`src/lpo_pkg.sv`:
```
// package: register map, reset values and timing for the laser power and observation registers
`default_nettype none
package lpo_pkg;
	// ****************************************************
	// register offsets
	// ****************************************************
	localparam logic [6:0] LPO_ADDR_LASER_CFG = 7'h2c;
	localparam logic [6:0] LPO_ADDR_LASER_CMP = 7'h2d;
	localparam logic [6:0] LPO_ADDR_OBSERVE = 7'h3d;
	localparam logic [6:0] LPO_ADDR_INV_ID = 7'h3f;
	localparam logic [6:0] LPO_ADDR_PIXEL_STREAM = 7'h40;
	localparam logic [6:0] LPO_ADDR_MOTION_STREAM = 7'h50;
	localparam logic [6:0] LPO_ADDR_FW_STREAM = 7'h60;
	// ****************************************************
	// reset values and fields
	// ****************************************************
	localparam logic [7:0] LPO_RST_LASER_CFG = 8'h7f;
	localparam logic [7:0] LPO_RST_LASER_CMP = 8'h80;
	localparam logic [7:0] LPO_RST_OBSERVE = 8'h00;
	localparam logic [7:0] LPO_OBS_IMPL_MASK = 8'ha3;
	localparam int LPO_OBS_FW_BIT = 7;
	localparam int LPO_OBS_PD_BIT = 5;
	localparam int LPO_OBS_F1_BIT = 1;
	localparam int LPO_OBS_F0_BIT = 0;
	localparam int LPO_MATCH_BIT = 7;
	localparam logic [6:0] LPO_DAC_MIN_CURRENT = 7'h7f;
	localparam logic [2:0] LPO_MOTION_LEN = 3'h7;
	// ****************************************************
	// timing
	// ****************************************************
	localparam int LPO_CLK_MHZ = 50;
	localparam int LPO_TEST_PHASE_US = 12;
	localparam int LPO_TEST_PHASE_CYC = LPO_TEST_PHASE_US * LPO_CLK_MHZ;
	typedef enum logic [1:0] {LPO_ST_IDLE, LPO_ST_HIGH, LPO_ST_LOW, LPO_ST_FAULT} lpo_test_t;
endpackage : lpo_pkg
`default_nettype wire

```
`src/lpo_regs.sv`:
```
// module: laser current, fault self-test, observation and stream registers
`default_nettype none
// Function
// programmed laser code applies only when complement register is its exact inverse
// mismatched pair forces the DAC to its lowest current code
// each laser config write starts a drive pin stuck-low/stuck-high test
// during test enable pin high, drive pulses high then low 12us each
// no fault found returns enable and drive pins to normal operation
// lower seven config bits set the DAC; each step drops current by 1/192
// code zero is full current, all ones is minimum current
// host sets the bin-match bit to suit the fitted laser diode
// config and complement may be written in either order
// writing zero to observation clears all bits; processes set them again
// host clears observation, waits, then reads active processes
// top observation bit reads one while running downloaded firmware
// observation bit five set when a powerdown pulse is detected
// observation bits one and zero set once per frame; rest reserved
// inverse id register returns inverse of product identification
// pixel stream address gives sequential pixel reads
// motion stream address streams seven motion values in order
// firmware stream address accepts written firmware bytes
// reserved addresses do nothing and read zero; here an access to one still restarts the motion stream at status
module lpo_regs
	import lpo_pkg::*;
#(
	parameter logic [7:0] PRODUCT_IDENTIFICATION = 8'h5a, // arbitrary value
	parameter int TEST_CYC = LPO_TEST_PHASE_CYC
) (
	// clock and reset
	input wire logic i_ref_clk,
	input wire logic i_arst_n,
	// register access port
	input wire logic i_wr,
	input wire logic i_rd,
	input wire logic [6:0] i_addr,
	input wire logic [7:0] i_wdata,
	output logic [7:0] o_rdata,
	output logic o_rvalid,
	// core status and stream sources
	input wire logic i_fw_running,
	input wire logic i_powerdown_pulse,
	input wire logic i_frame_tick,
	input wire logic [7:0] i_pixel_data,
	input wire logic [55:0] i_motion_data,
	output logic o_pixel_next,
	output logic o_fw_valid,
	output logic [7:0] o_fw_data,
	// laser pins
	input wire logic i_laser_drive_sense,
	output logic o_laser_drive_output,
	output logic o_laser_enable_low,
	output logic [6:0] o_laser_dac_code,
	output logic o_bin_match,
	output logic o_laser_fault
);
	logic [7:0] cfg_ff;
	logic [7:0] cmp_ff;
	logic [7:0] obs_ff;
	logic [2:0] mot_idx_ff;
	lpo_test_t tst_ff;
	logic [15:0] tcnt_ff;
	logic [7:0] nxt_rdata;
	logic [7:0] nxt_obs;

	function automatic logic sel(input logic [6:0] a, input logic [6:0] b);
		return a == b;
	endfunction : sel

	// ****************************************************
	// laser configuration pair
	// ****************************************************
	// no ordering lock; either register may be written at any time
	always_ff @(posedge i_ref_clk or negedge i_arst_n) begin
		if (!i_arst_n) begin
			cfg_ff <= LPO_RST_LASER_CFG;
			cmp_ff <= LPO_RST_LASER_CMP;
		end else begin
			if (i_wr && sel(i_addr, LPO_ADDR_LASER_CFG)) begin
				cfg_ff <= i_wdata;
			end
			if (i_wr && sel(i_addr, LPO_ADDR_LASER_CMP)) begin
				cmp_ff <= i_wdata;
			end
		end
	end

	always_ff @(posedge i_ref_clk or negedge i_arst_n) begin
		if (!i_arst_n) begin
			o_laser_dac_code <= LPO_DAC_MIN_CURRENT;
			o_bin_match <= 1'b0;
		end else begin
			o_bin_match <= cfg_ff[LPO_MATCH_BIT];
			// code 0 = 100 %, each count lowers by 1/192 in the analog DAC
			if (cmp_ff == ~cfg_ff) begin
				o_laser_dac_code <= cfg_ff[6:0];
			end else begin
				o_laser_dac_code <= LPO_DAC_MIN_CURRENT;
			end
		end
	end

	// ****************************************************
	// drive pin self-test
	// ****************************************************
	// a new config write restarts the test even mid-sequence
	always_ff @(posedge i_ref_clk or negedge i_arst_n) begin
		if (!i_arst_n) begin
			tst_ff <= LPO_ST_IDLE;
			tcnt_ff <= 16'h0000;
		end else if (i_wr && sel(i_addr, LPO_ADDR_LASER_CFG)) begin
			tst_ff <= LPO_ST_HIGH;
			tcnt_ff <= 16'h0000;
		end else begin
			case (tst_ff)
				LPO_ST_HIGH: begin
					if (tcnt_ff == 16'(TEST_CYC - 1)) begin
						tcnt_ff <= 16'h0000;
						// pin must read back high or it is stuck low
						tst_ff <= i_laser_drive_sense ? LPO_ST_LOW : LPO_ST_FAULT;
					end else begin
						tcnt_ff <= tcnt_ff + 16'h0001;
					end
				end
				LPO_ST_LOW: begin
					if (tcnt_ff == 16'(TEST_CYC - 1)) begin
						tcnt_ff <= 16'h0000;
						tst_ff <= i_laser_drive_sense ? LPO_ST_FAULT : LPO_ST_IDLE;
					end else begin
						tcnt_ff <= tcnt_ff + 16'h0001;
					end
				end
				LPO_ST_FAULT: tst_ff <= LPO_ST_FAULT;
				default: tst_ff <= LPO_ST_IDLE;
			endcase
		end
	end

	// fault latches the laser off until the next config write: eye safety first
	always_ff @(posedge i_ref_clk or negedge i_arst_n) begin
		if (!i_arst_n) begin
			o_laser_enable_low <= 1'b1;
			o_laser_drive_output <= 1'b0;
			o_laser_fault <= 1'b0;
		end else begin
			o_laser_enable_low <= (tst_ff != LPO_ST_IDLE);
			o_laser_drive_output <= (tst_ff == LPO_ST_HIGH) || (tst_ff == LPO_ST_IDLE);
			o_laser_fault <= (tst_ff == LPO_ST_FAULT);
		end
	end

	// ****************************************************
	// observation register
	// ****************************************************
	always_comb begin
		nxt_obs = obs_ff;
		if (i_wr && sel(i_addr, LPO_ADDR_OBSERVE) && i_wdata == 8'h00) begin
			nxt_obs = 8'h00;
		end
		// sets come after the clear so a same-cycle event is kept
		nxt_obs[LPO_OBS_FW_BIT] = i_fw_running;
		if (i_powerdown_pulse) begin
			nxt_obs[LPO_OBS_PD_BIT] = 1'b1;
		end
		if (i_frame_tick) begin
			nxt_obs[LPO_OBS_F1_BIT] = 1'b1;
			nxt_obs[LPO_OBS_F0_BIT] = 1'b1;
		end
		nxt_obs = nxt_obs & LPO_OBS_IMPL_MASK;
	end

	always_ff @(posedge i_ref_clk or negedge i_arst_n) begin
		if (!i_arst_n) begin
			obs_ff <= LPO_RST_OBSERVE;
		end else begin
			obs_ff <= nxt_obs;
		end
	end

	// ****************************************************
	// read path and streams
	// ****************************************************
	// any non-motion access ends a motion burst so the next one starts at status
	always_ff @(posedge i_ref_clk or negedge i_arst_n) begin
		if (!i_arst_n) begin
			mot_idx_ff <= 3'h0;
		end else if (i_rd && sel(i_addr, LPO_ADDR_MOTION_STREAM)) begin
			mot_idx_ff <= (mot_idx_ff == LPO_MOTION_LEN - 3'h1) ? 3'h0 : mot_idx_ff + 3'h1;
		end else if (i_rd || i_wr) begin
			mot_idx_ff <= 3'h0;
		end
	end

	always_comb begin
		nxt_rdata = 8'h00;
		case (i_addr)
			LPO_ADDR_LASER_CFG: nxt_rdata = cfg_ff;
			LPO_ADDR_LASER_CMP: nxt_rdata = cmp_ff;
			LPO_ADDR_OBSERVE: nxt_rdata = obs_ff;
			LPO_ADDR_INV_ID: nxt_rdata = ~PRODUCT_IDENTIFICATION;
			LPO_ADDR_PIXEL_STREAM: nxt_rdata = i_pixel_data;
			LPO_ADDR_MOTION_STREAM: nxt_rdata = i_motion_data[8*mot_idx_ff +: 8];
			default: nxt_rdata = 8'h00;
		endcase
	end

	always_ff @(posedge i_ref_clk or negedge i_arst_n) begin
		if (!i_arst_n) begin
			o_rdata <= 8'h00;
			o_rvalid <= 1'b0;
			o_pixel_next <= 1'b0;
			o_fw_valid <= 1'b0;
			o_fw_data <= 8'h00;
		end else begin
			o_rvalid <= i_rd;
			o_rdata <= i_rd ? nxt_rdata : 8'h00;
			o_pixel_next <= i_rd && sel(i_addr, LPO_ADDR_PIXEL_STREAM);
			o_fw_valid <= i_wr && sel(i_addr, LPO_ADDR_FW_STREAM);
			o_fw_data <= i_wdata;
		end
	end

	// ****************************************************
	// assertions
	// ****************************************************
	property p_mismatch_min;
		@(posedge i_ref_clk) disable iff (!i_arst_n)
		(cmp_ff != ~cfg_ff) |=> (o_laser_dac_code == LPO_DAC_MIN_CURRENT);
	endproperty
	a_mismatch_min: assert property (p_mismatch_min) else $error("mismatch not min");
	property p_match_apply;
		@(posedge i_ref_clk) disable iff (!i_arst_n)
		(cmp_ff == ~cfg_ff) |=> (o_laser_dac_code == $past(cfg_ff[6:0]));
	endproperty
	a_match_apply: assert property (p_match_apply) else $error("code not applied");
	property p_test_start;
		@(posedge i_ref_clk) disable iff (!i_arst_n)
		(i_wr && i_addr == LPO_ADDR_LASER_CFG) |=> ##1 (o_laser_enable_low && o_laser_drive_output);
	endproperty
	a_test_start: assert property (p_test_start) else $error("test did not start");
	property p_test_en_high;
		@(posedge i_ref_clk) disable iff (!i_arst_n)
		(tst_ff == LPO_ST_HIGH) |=> o_laser_enable_low;
	endproperty
	a_test_en_high: assert property (p_test_en_high) else $error("enable low in test");
	property p_pass_normal;
		@(posedge i_ref_clk) disable iff (!i_arst_n)
		(tst_ff == LPO_ST_LOW && tcnt_ff == 16'(TEST_CYC - 1) && !i_laser_drive_sense
		&& !i_wr) |=> ##1 (!o_laser_enable_low && o_laser_drive_output);
	endproperty
	a_pass_normal: assert property (p_pass_normal) else $error("pins not back to normal");
	property p_fault_safe;
		@(posedge i_ref_clk) disable iff (!i_arst_n)
		(tst_ff == LPO_ST_FAULT) |=> (o_laser_fault && o_laser_enable_low && !o_laser_drive_output);
	endproperty
	a_fault_safe: assert property (p_fault_safe) else $error("fault not held safe");
	property p_obs_clear;
		@(posedge i_ref_clk) disable iff (!i_arst_n)
		(i_wr && i_addr == LPO_ADDR_OBSERVE && i_wdata == 8'h00 && !i_powerdown_pulse
		&& !i_frame_tick) |=> (obs_ff[5:0] == 6'h00);
	endproperty
	a_obs_clear: assert property (p_obs_clear) else $error("observation not cleared");
	property p_fw_bit;
		@(posedge i_ref_clk) disable iff (!i_arst_n)
		1'b1 |=> (obs_ff[LPO_OBS_FW_BIT] == $past(i_fw_running));
	endproperty
	a_fw_bit: assert property (p_fw_bit) else $error("firmware bit wrong");
	property p_pd_bit;
		@(posedge i_ref_clk) disable iff (!i_arst_n)
		i_powerdown_pulse |=> obs_ff[LPO_OBS_PD_BIT];
	endproperty
	a_pd_bit: assert property (p_pd_bit) else $error("powerdown bit missed");
	property p_reserved;
		@(posedge i_ref_clk) disable iff (!i_arst_n)
		(obs_ff & ~LPO_OBS_IMPL_MASK) == 8'h00;
	endproperty
	a_reserved: assert property (p_reserved) else $error("reserved bit set");
	property p_inv_id;
		@(posedge i_ref_clk) disable iff (!i_arst_n)
		(i_rd && i_addr == LPO_ADDR_INV_ID) |=> (o_rdata == ~PRODUCT_IDENTIFICATION);
	endproperty
	a_inv_id: assert property (p_inv_id) else $error("inverse id wrong");
	property p_rsvd_zero;
		@(posedge i_ref_clk) disable iff (!i_arst_n)
		(i_rd && i_addr > LPO_ADDR_LASER_CMP && i_addr < LPO_ADDR_OBSERVE) |=> (o_rdata == 8'h00);
	endproperty
	a_rsvd_zero: assert property (p_rsvd_zero) else $error("reserved read nonzero");
	property p_pixel_read;
		@(posedge i_ref_clk) disable iff (!i_arst_n)
		(i_rd && i_addr == LPO_ADDR_PIXEL_STREAM) |=> (o_pixel_next && o_rdata == $past(i_pixel_data));
	endproperty
	a_pixel_read: assert property (p_pixel_read) else $error("pixel read wrong");
	property p_motion_first;
		@(posedge i_ref_clk) disable iff (!i_arst_n)
		(i_rd && i_addr == LPO_ADDR_MOTION_STREAM && mot_idx_ff == 3'h0)
		|=> (o_rdata == $past(i_motion_data[7:0]));
	endproperty
	a_motion_first: assert property (p_motion_first) else $error("motion status wrong");
	property p_fw_write;
		@(posedge i_ref_clk) disable iff (!i_arst_n)
		(i_wr && i_addr == LPO_ADDR_FW_STREAM) |=> (o_fw_valid && o_fw_data == $past(i_wdata));
	endproperty
	a_fw_write: assert property (p_fw_write) else $error("firmware byte lost");
	c_test: cover property (@(posedge i_ref_clk) tst_ff == LPO_ST_LOW ##1 tst_ff == LPO_ST_IDLE);
	c_fault: cover property (@(posedge i_ref_clk) tst_ff == LPO_ST_FAULT);
	c_obs: cover property (@(posedge i_ref_clk) obs_ff == 8'ha3);
	c_motion_wrap: cover property (@(posedge i_ref_clk) mot_idx_ff == 3'h6 ##1 mot_idx_ff == 3'h0);
endmodule : lpo_regs
`default_nettype wire

```
`config.mk`:
```
export PLATFORM = sky130hd
export DESIGN_NAME = lpo_regs
export DESIGN_NICKNAME = d
export VERILOG_FILES = /design/src/lpo_pkg.sv /design/src/lpo_regs.sv
export SDC_FILE = /design/constraint.sdc
export NUM_CORES = 1
export LEC_CHECK = 0
export ABC_AREA = 0
export CAP_MARGIN = 20
export CORE_MARGIN = 4
export CORE_UTILIZATION = 49
export DETAILED_ROUTE_END_ITERATION = 7
export DONT_BUFFER_PORTS = 1
export GPL_ROUTABILITY_DRIVEN = 0
export GPL_TIMING_DRIVEN = 0
export PLACE_DENSITY_LB_ADDON = 0.08
export SYNTH_ARGS = -nofsm -noshare
export SYNTH_HDL_FRONTEND = slang
export SYNTH_SLANG_ARGS = --single-unit
```
`constraint.sdc`:
```
create_clock -name i_ref_clk -period 3.92 [get_ports i_ref_clk]
set_clock_uncertainty 0.1 [all_clocks]
set_input_delay 0.196 -clock i_ref_clk [delete_from_list [all_inputs] [get_ports i_ref_clk]]
set_output_delay 0.196 -clock i_ref_clk [all_outputs]
set_load 0.03 [all_outputs]
```
==> metrics.csv <==
stage;metric;value;unit
place;post-DP HPWL;6960;um
floorplanning;# IOs;117;
setup_path;crit path max-delay cell type;or4b_4;
setup_path;kind of critical path;reg -> reg;
setup_path;WP data arrival;2410;ps
synth;Post-Syn Nets;455;
detailed_routing;drt drc;0;
global_routing;antenna violations before repair;0;
setup_path;crit start category;register;
hold_path;Hold WC Path Type;in -> reg;
flow_run;max-cap check violation count;0;
pwr;power density cells;468;mW/mm^2
clock_network;Worst-path clk slew;80;ps
sta;Worst-Margin Slew;804;ps
final_layout;area delta synth->final;15.6;%
detailed_routing;via count;3023;
detailed_routing;drt first pass iters;5;
clock_network;Clock Sinks;70;
floorplanning;Site Rows;31;
place;pre-CTS setup slack;1680;ps
detailed_routing;DR WL/cell;19.2;um
clock_network;clock buffer depth;2;
synth;syn avg cell area;10.5;sq um
synth;Synth Flop Type;dfrtp_1;
clock_network;post-CTS setup repair buffer count;0;
global_routing;first-pass GRT wire length;14800;um
clock_network;H-tree depth;3;
place;input/output buffers;0;
sta;Peak Freq;442;MHz
synth;Async S/R FF share, synth;100;%
sta;RSZ-0062 raised after global routing;false;
global_routing;pin count of the biggest net entering global routing;71;
sta;max_slew headroom;46.0;%
synth;gate count after technology mapping;363;
clock_network;CTS root buf;clkbuf_8;
sta;Final Hold Fails;0;
detailed_routing;Antenna Nets Post-Route;0;
global_routing;Global Route Usage Sum;21.2;%
floorplanning;Die Footprint;0.00928;sq mm
final_layout;Sequential Area;0.00177;sq mm
clock_network;Worst-Skew Late Latency;350;ps
final_layout;area taken by multi-input logic gates;0.00193;sq mm
setup_path;critical-path maximum fanout;10;
synth;Post-Syn Area;0.00382;sq mm
synth;Seq/Total Area, Yosys;46.3;%
sta;Worst Slack Setup Final;1660;ps
detailed_routing;vias per cell;6.03;
sta;Period Utilization, post-route;57.8;%
synth;Yosys warning count;0;
pwr;worst vdd ir;377;uV
synth;register bit total from synthesis;70;
setup_path;Critical Path RT;4060;ps
final_layout;Total Nets Final;489;
global_routing;vias in the first global route;2907;
setup_path;CP Cell Sequence;or4b_4 > nor4_2 > buf_2 > o21ai_0 > a31o_2;
final_layout;n_diodes;0;
synth;Synth cell types;64;
setup_path;CP Capture Type;register;
sta;Max Slew Vio Count;0;
global_routing;gr ovfl total;0;
synth;EDFF count, synth;0;
sta;setup TNS;0;ps
sta;Final setup viols;0;
status;status;finished, final reports clean;
floorplanning;Die Ht;96.3;um
setup_path;slowest stage delay, CP;590;ps
floorplanning;Starting Density;51.6;%
clock_network;CTS tree;yes;
final_layout;final core utilization;59.7;%
pwr;leakage power;0.00181;uW
sta;fin crit period;2260;ps
clock_network;CTS Buf Count;9;
detailed_routing;DR iter-0 viols;164;
final_layout;fillers;639;
detailed_routing;Routed WL;9610;um
final_layout;share of layout cells above drive strength 1;19.2;%
floorplanning;Die Width;96.3;um
floorplanning;Core Region;0.00741;sq mm
## layout by cell type, fill, tap and decap left out, types with 4 or more instances in the layout
cell	netlist	layout
buf_2	7	7
ha_1	5	5
mux4_2	4	4
a22oi_1	8	8
nand2_1	40	40
nor2_1	15	15
mux2i_1	14	14
o2bb2ai_1	4	4
o21ai_0	14	14
and3_1	7	7
nor3_1	7	7
nor4b_1	9	9
nor4_1	4	4
inv_1	7	7
a21o_1	5	5
dfstp_2	16	16
dlygate4sd3_1	0	21
or3_1	9	9
clkbuf_1	12	12
clkbuf_8	0	9
nand4_1	5	5
a221o_1	5	5
a31o_1	7	7
dfrtp_1	54	54
nand3_1	15	15
mux2_2	17	17
xor2_1	9	9
a21oi_1	9	9
## power breakdown
group | leakage (uW) | switching (uW) | internal (uW)
Clock | 0.000112 | 290 | 366
Combinational | 0.000848 | 258 | 205
Sequential | 0.000855 | 133 | 818
Total | 0.00181 | 680 | 1390
## cell type report
class / instances / area share [%]
Multi-Input combinational cell: 263 / 43.6
Sequential cell: 70 / 40.1
Timing Repair Buffer: 23 / 5.49
Clock buffer: 9 / 2.80
Tap cell: 99 / 2.80
Clock inverter: 7 / 2.38
Buffer: 22 / 2.15
Inverter: 8 / 0.680
## routing by layer
| layer | wire [um] | vias to the layer above | part of all wire [%] | GRT usage [%] |
|---|---|---|---|---|
| met5 | 0 | - | 0 | 0 |
| met4 | 97 | 0 | 1.0 | 4.91 |
| met3 | 628 | 10 | 6.5 | 5.71 |
| met2 | 4930 | 101 | 51 | 36.5 |
| met1 | 3950 | 1475 | 41 | 26.5 |
| li1 | - | 1437 | - | - |
## path summary, 6_finish.rpt
path	startpoint	endpoint	slack, ps	cells after the start
setup / recovery	tcnt_ff[7]	tcnt_ff[5]	1660	5
hold / removal	i_pixel_data[6]	o_rdata[6]	40	2
setup reg to reg	tcnt_ff[7]	tcnt_ff[5]	1660	5
hold reg to reg	cfg_ff[3]	cfg_ff[3]	390	2
max in group asynchronous	i_arst_n	cmp_ff[7]	3120	2
min in group asynchronous	i_arst_n	o_fw_data[3]	290	2
## stage by stage
step	instances	cell area, sq um	hold slack, ps	total power, uW
after floorplan	363	3820	-200	1280
after global placement	462	3950	-198	1380
after detailed placement	462	3950	-198	1390
after CTS	500	4410	18.2	2090
after global routing	501	4420	19.8	2190
final	501	4420	37.0	2070
## cell families (layout without fill, tap and decap cells)
family	Yosys count	in the layout	share of synthesized area, %
muxes	35	35	11.0
xor gates and xnor gates	10	10	2.29
DFF	70	70	46.3
adders and majority gates	5	5	1.64
buffers and inverters	30	69	3.27
AOI/OAI and AO/OA	76	76	15.2
and+or+nand+nor	137	137	20.2
## cells in the mapped netlist, types with 4 or more instances
master | instances | share of area, %
clkbuf_1 | 12 | 1.2
mux4_2 | 4 | 2.4
o2bb2ai_1 | 4 | 0.92
nand4_1 | 5 | 0.82
dfrtp_1 | 54 | 35
a21oi_1 | 9 | 1.2
nor2_1 | 15 | 1.5
xor2_1 | 9 | 2.1
mux2i_1 | 14 | 3.7
a31o_1 | 7 | 1.6
o21ai_0 | 14 | 1.8
buf_2 | 7 | 0.92
dfstp_2 | 16 | 11
mux2_2 | 17 | 5.0
a21o_1 | 5 | 0.98
nor3_1 | 7 | 0.92
nor4_1 | 4 | 0.65
a22oi_1 | 8 | 1.6
ha_1 | 5 | 1.6
and3_1 | 7 | 1.1
a221o_1 | 5 | 1.3
nand2_1 | 40 | 3.9
or3_1 | 9 | 1.5
inv_1 | 7 | 0.69
nand3_1 | 15 | 2.0
nor4b_1 | 9 | 2.1
## state kept, by name (all words and copies together) (netlist names)
register / flops
o_laser_enable_low: 1
o_rvalid: 1
o_pixel_next: 1
obs_ff: 3
mot_idx_ff: 3
tst_ff: 2
o_fw_valid: 1
o_laser_dac_code: 7
o_rdata: 8
tcnt_ff: 16
o_fw_data: 8
o_laser_fault: 1
o_bin_match: 1
cmp_ff: 8
cfg_ff: 8
o_laser_drive_output: 1
## critical path, delay by kind of cell (launching register included)
family | cells | cell delay [ps]
and+or+nand+nor | 2 | 940
DFF | 1 | 460
AOI/OAI and AO/OA | 2 | 380
buffers and inverters | 1 | 270
## what timing repair did
item	4_1_cts	5_1_grt
hold buffers	22	0
gates resized for setup	0	0
endpoints found under the hold margin	105	0
Note: power is estimated with default switching activity, not from simulation.
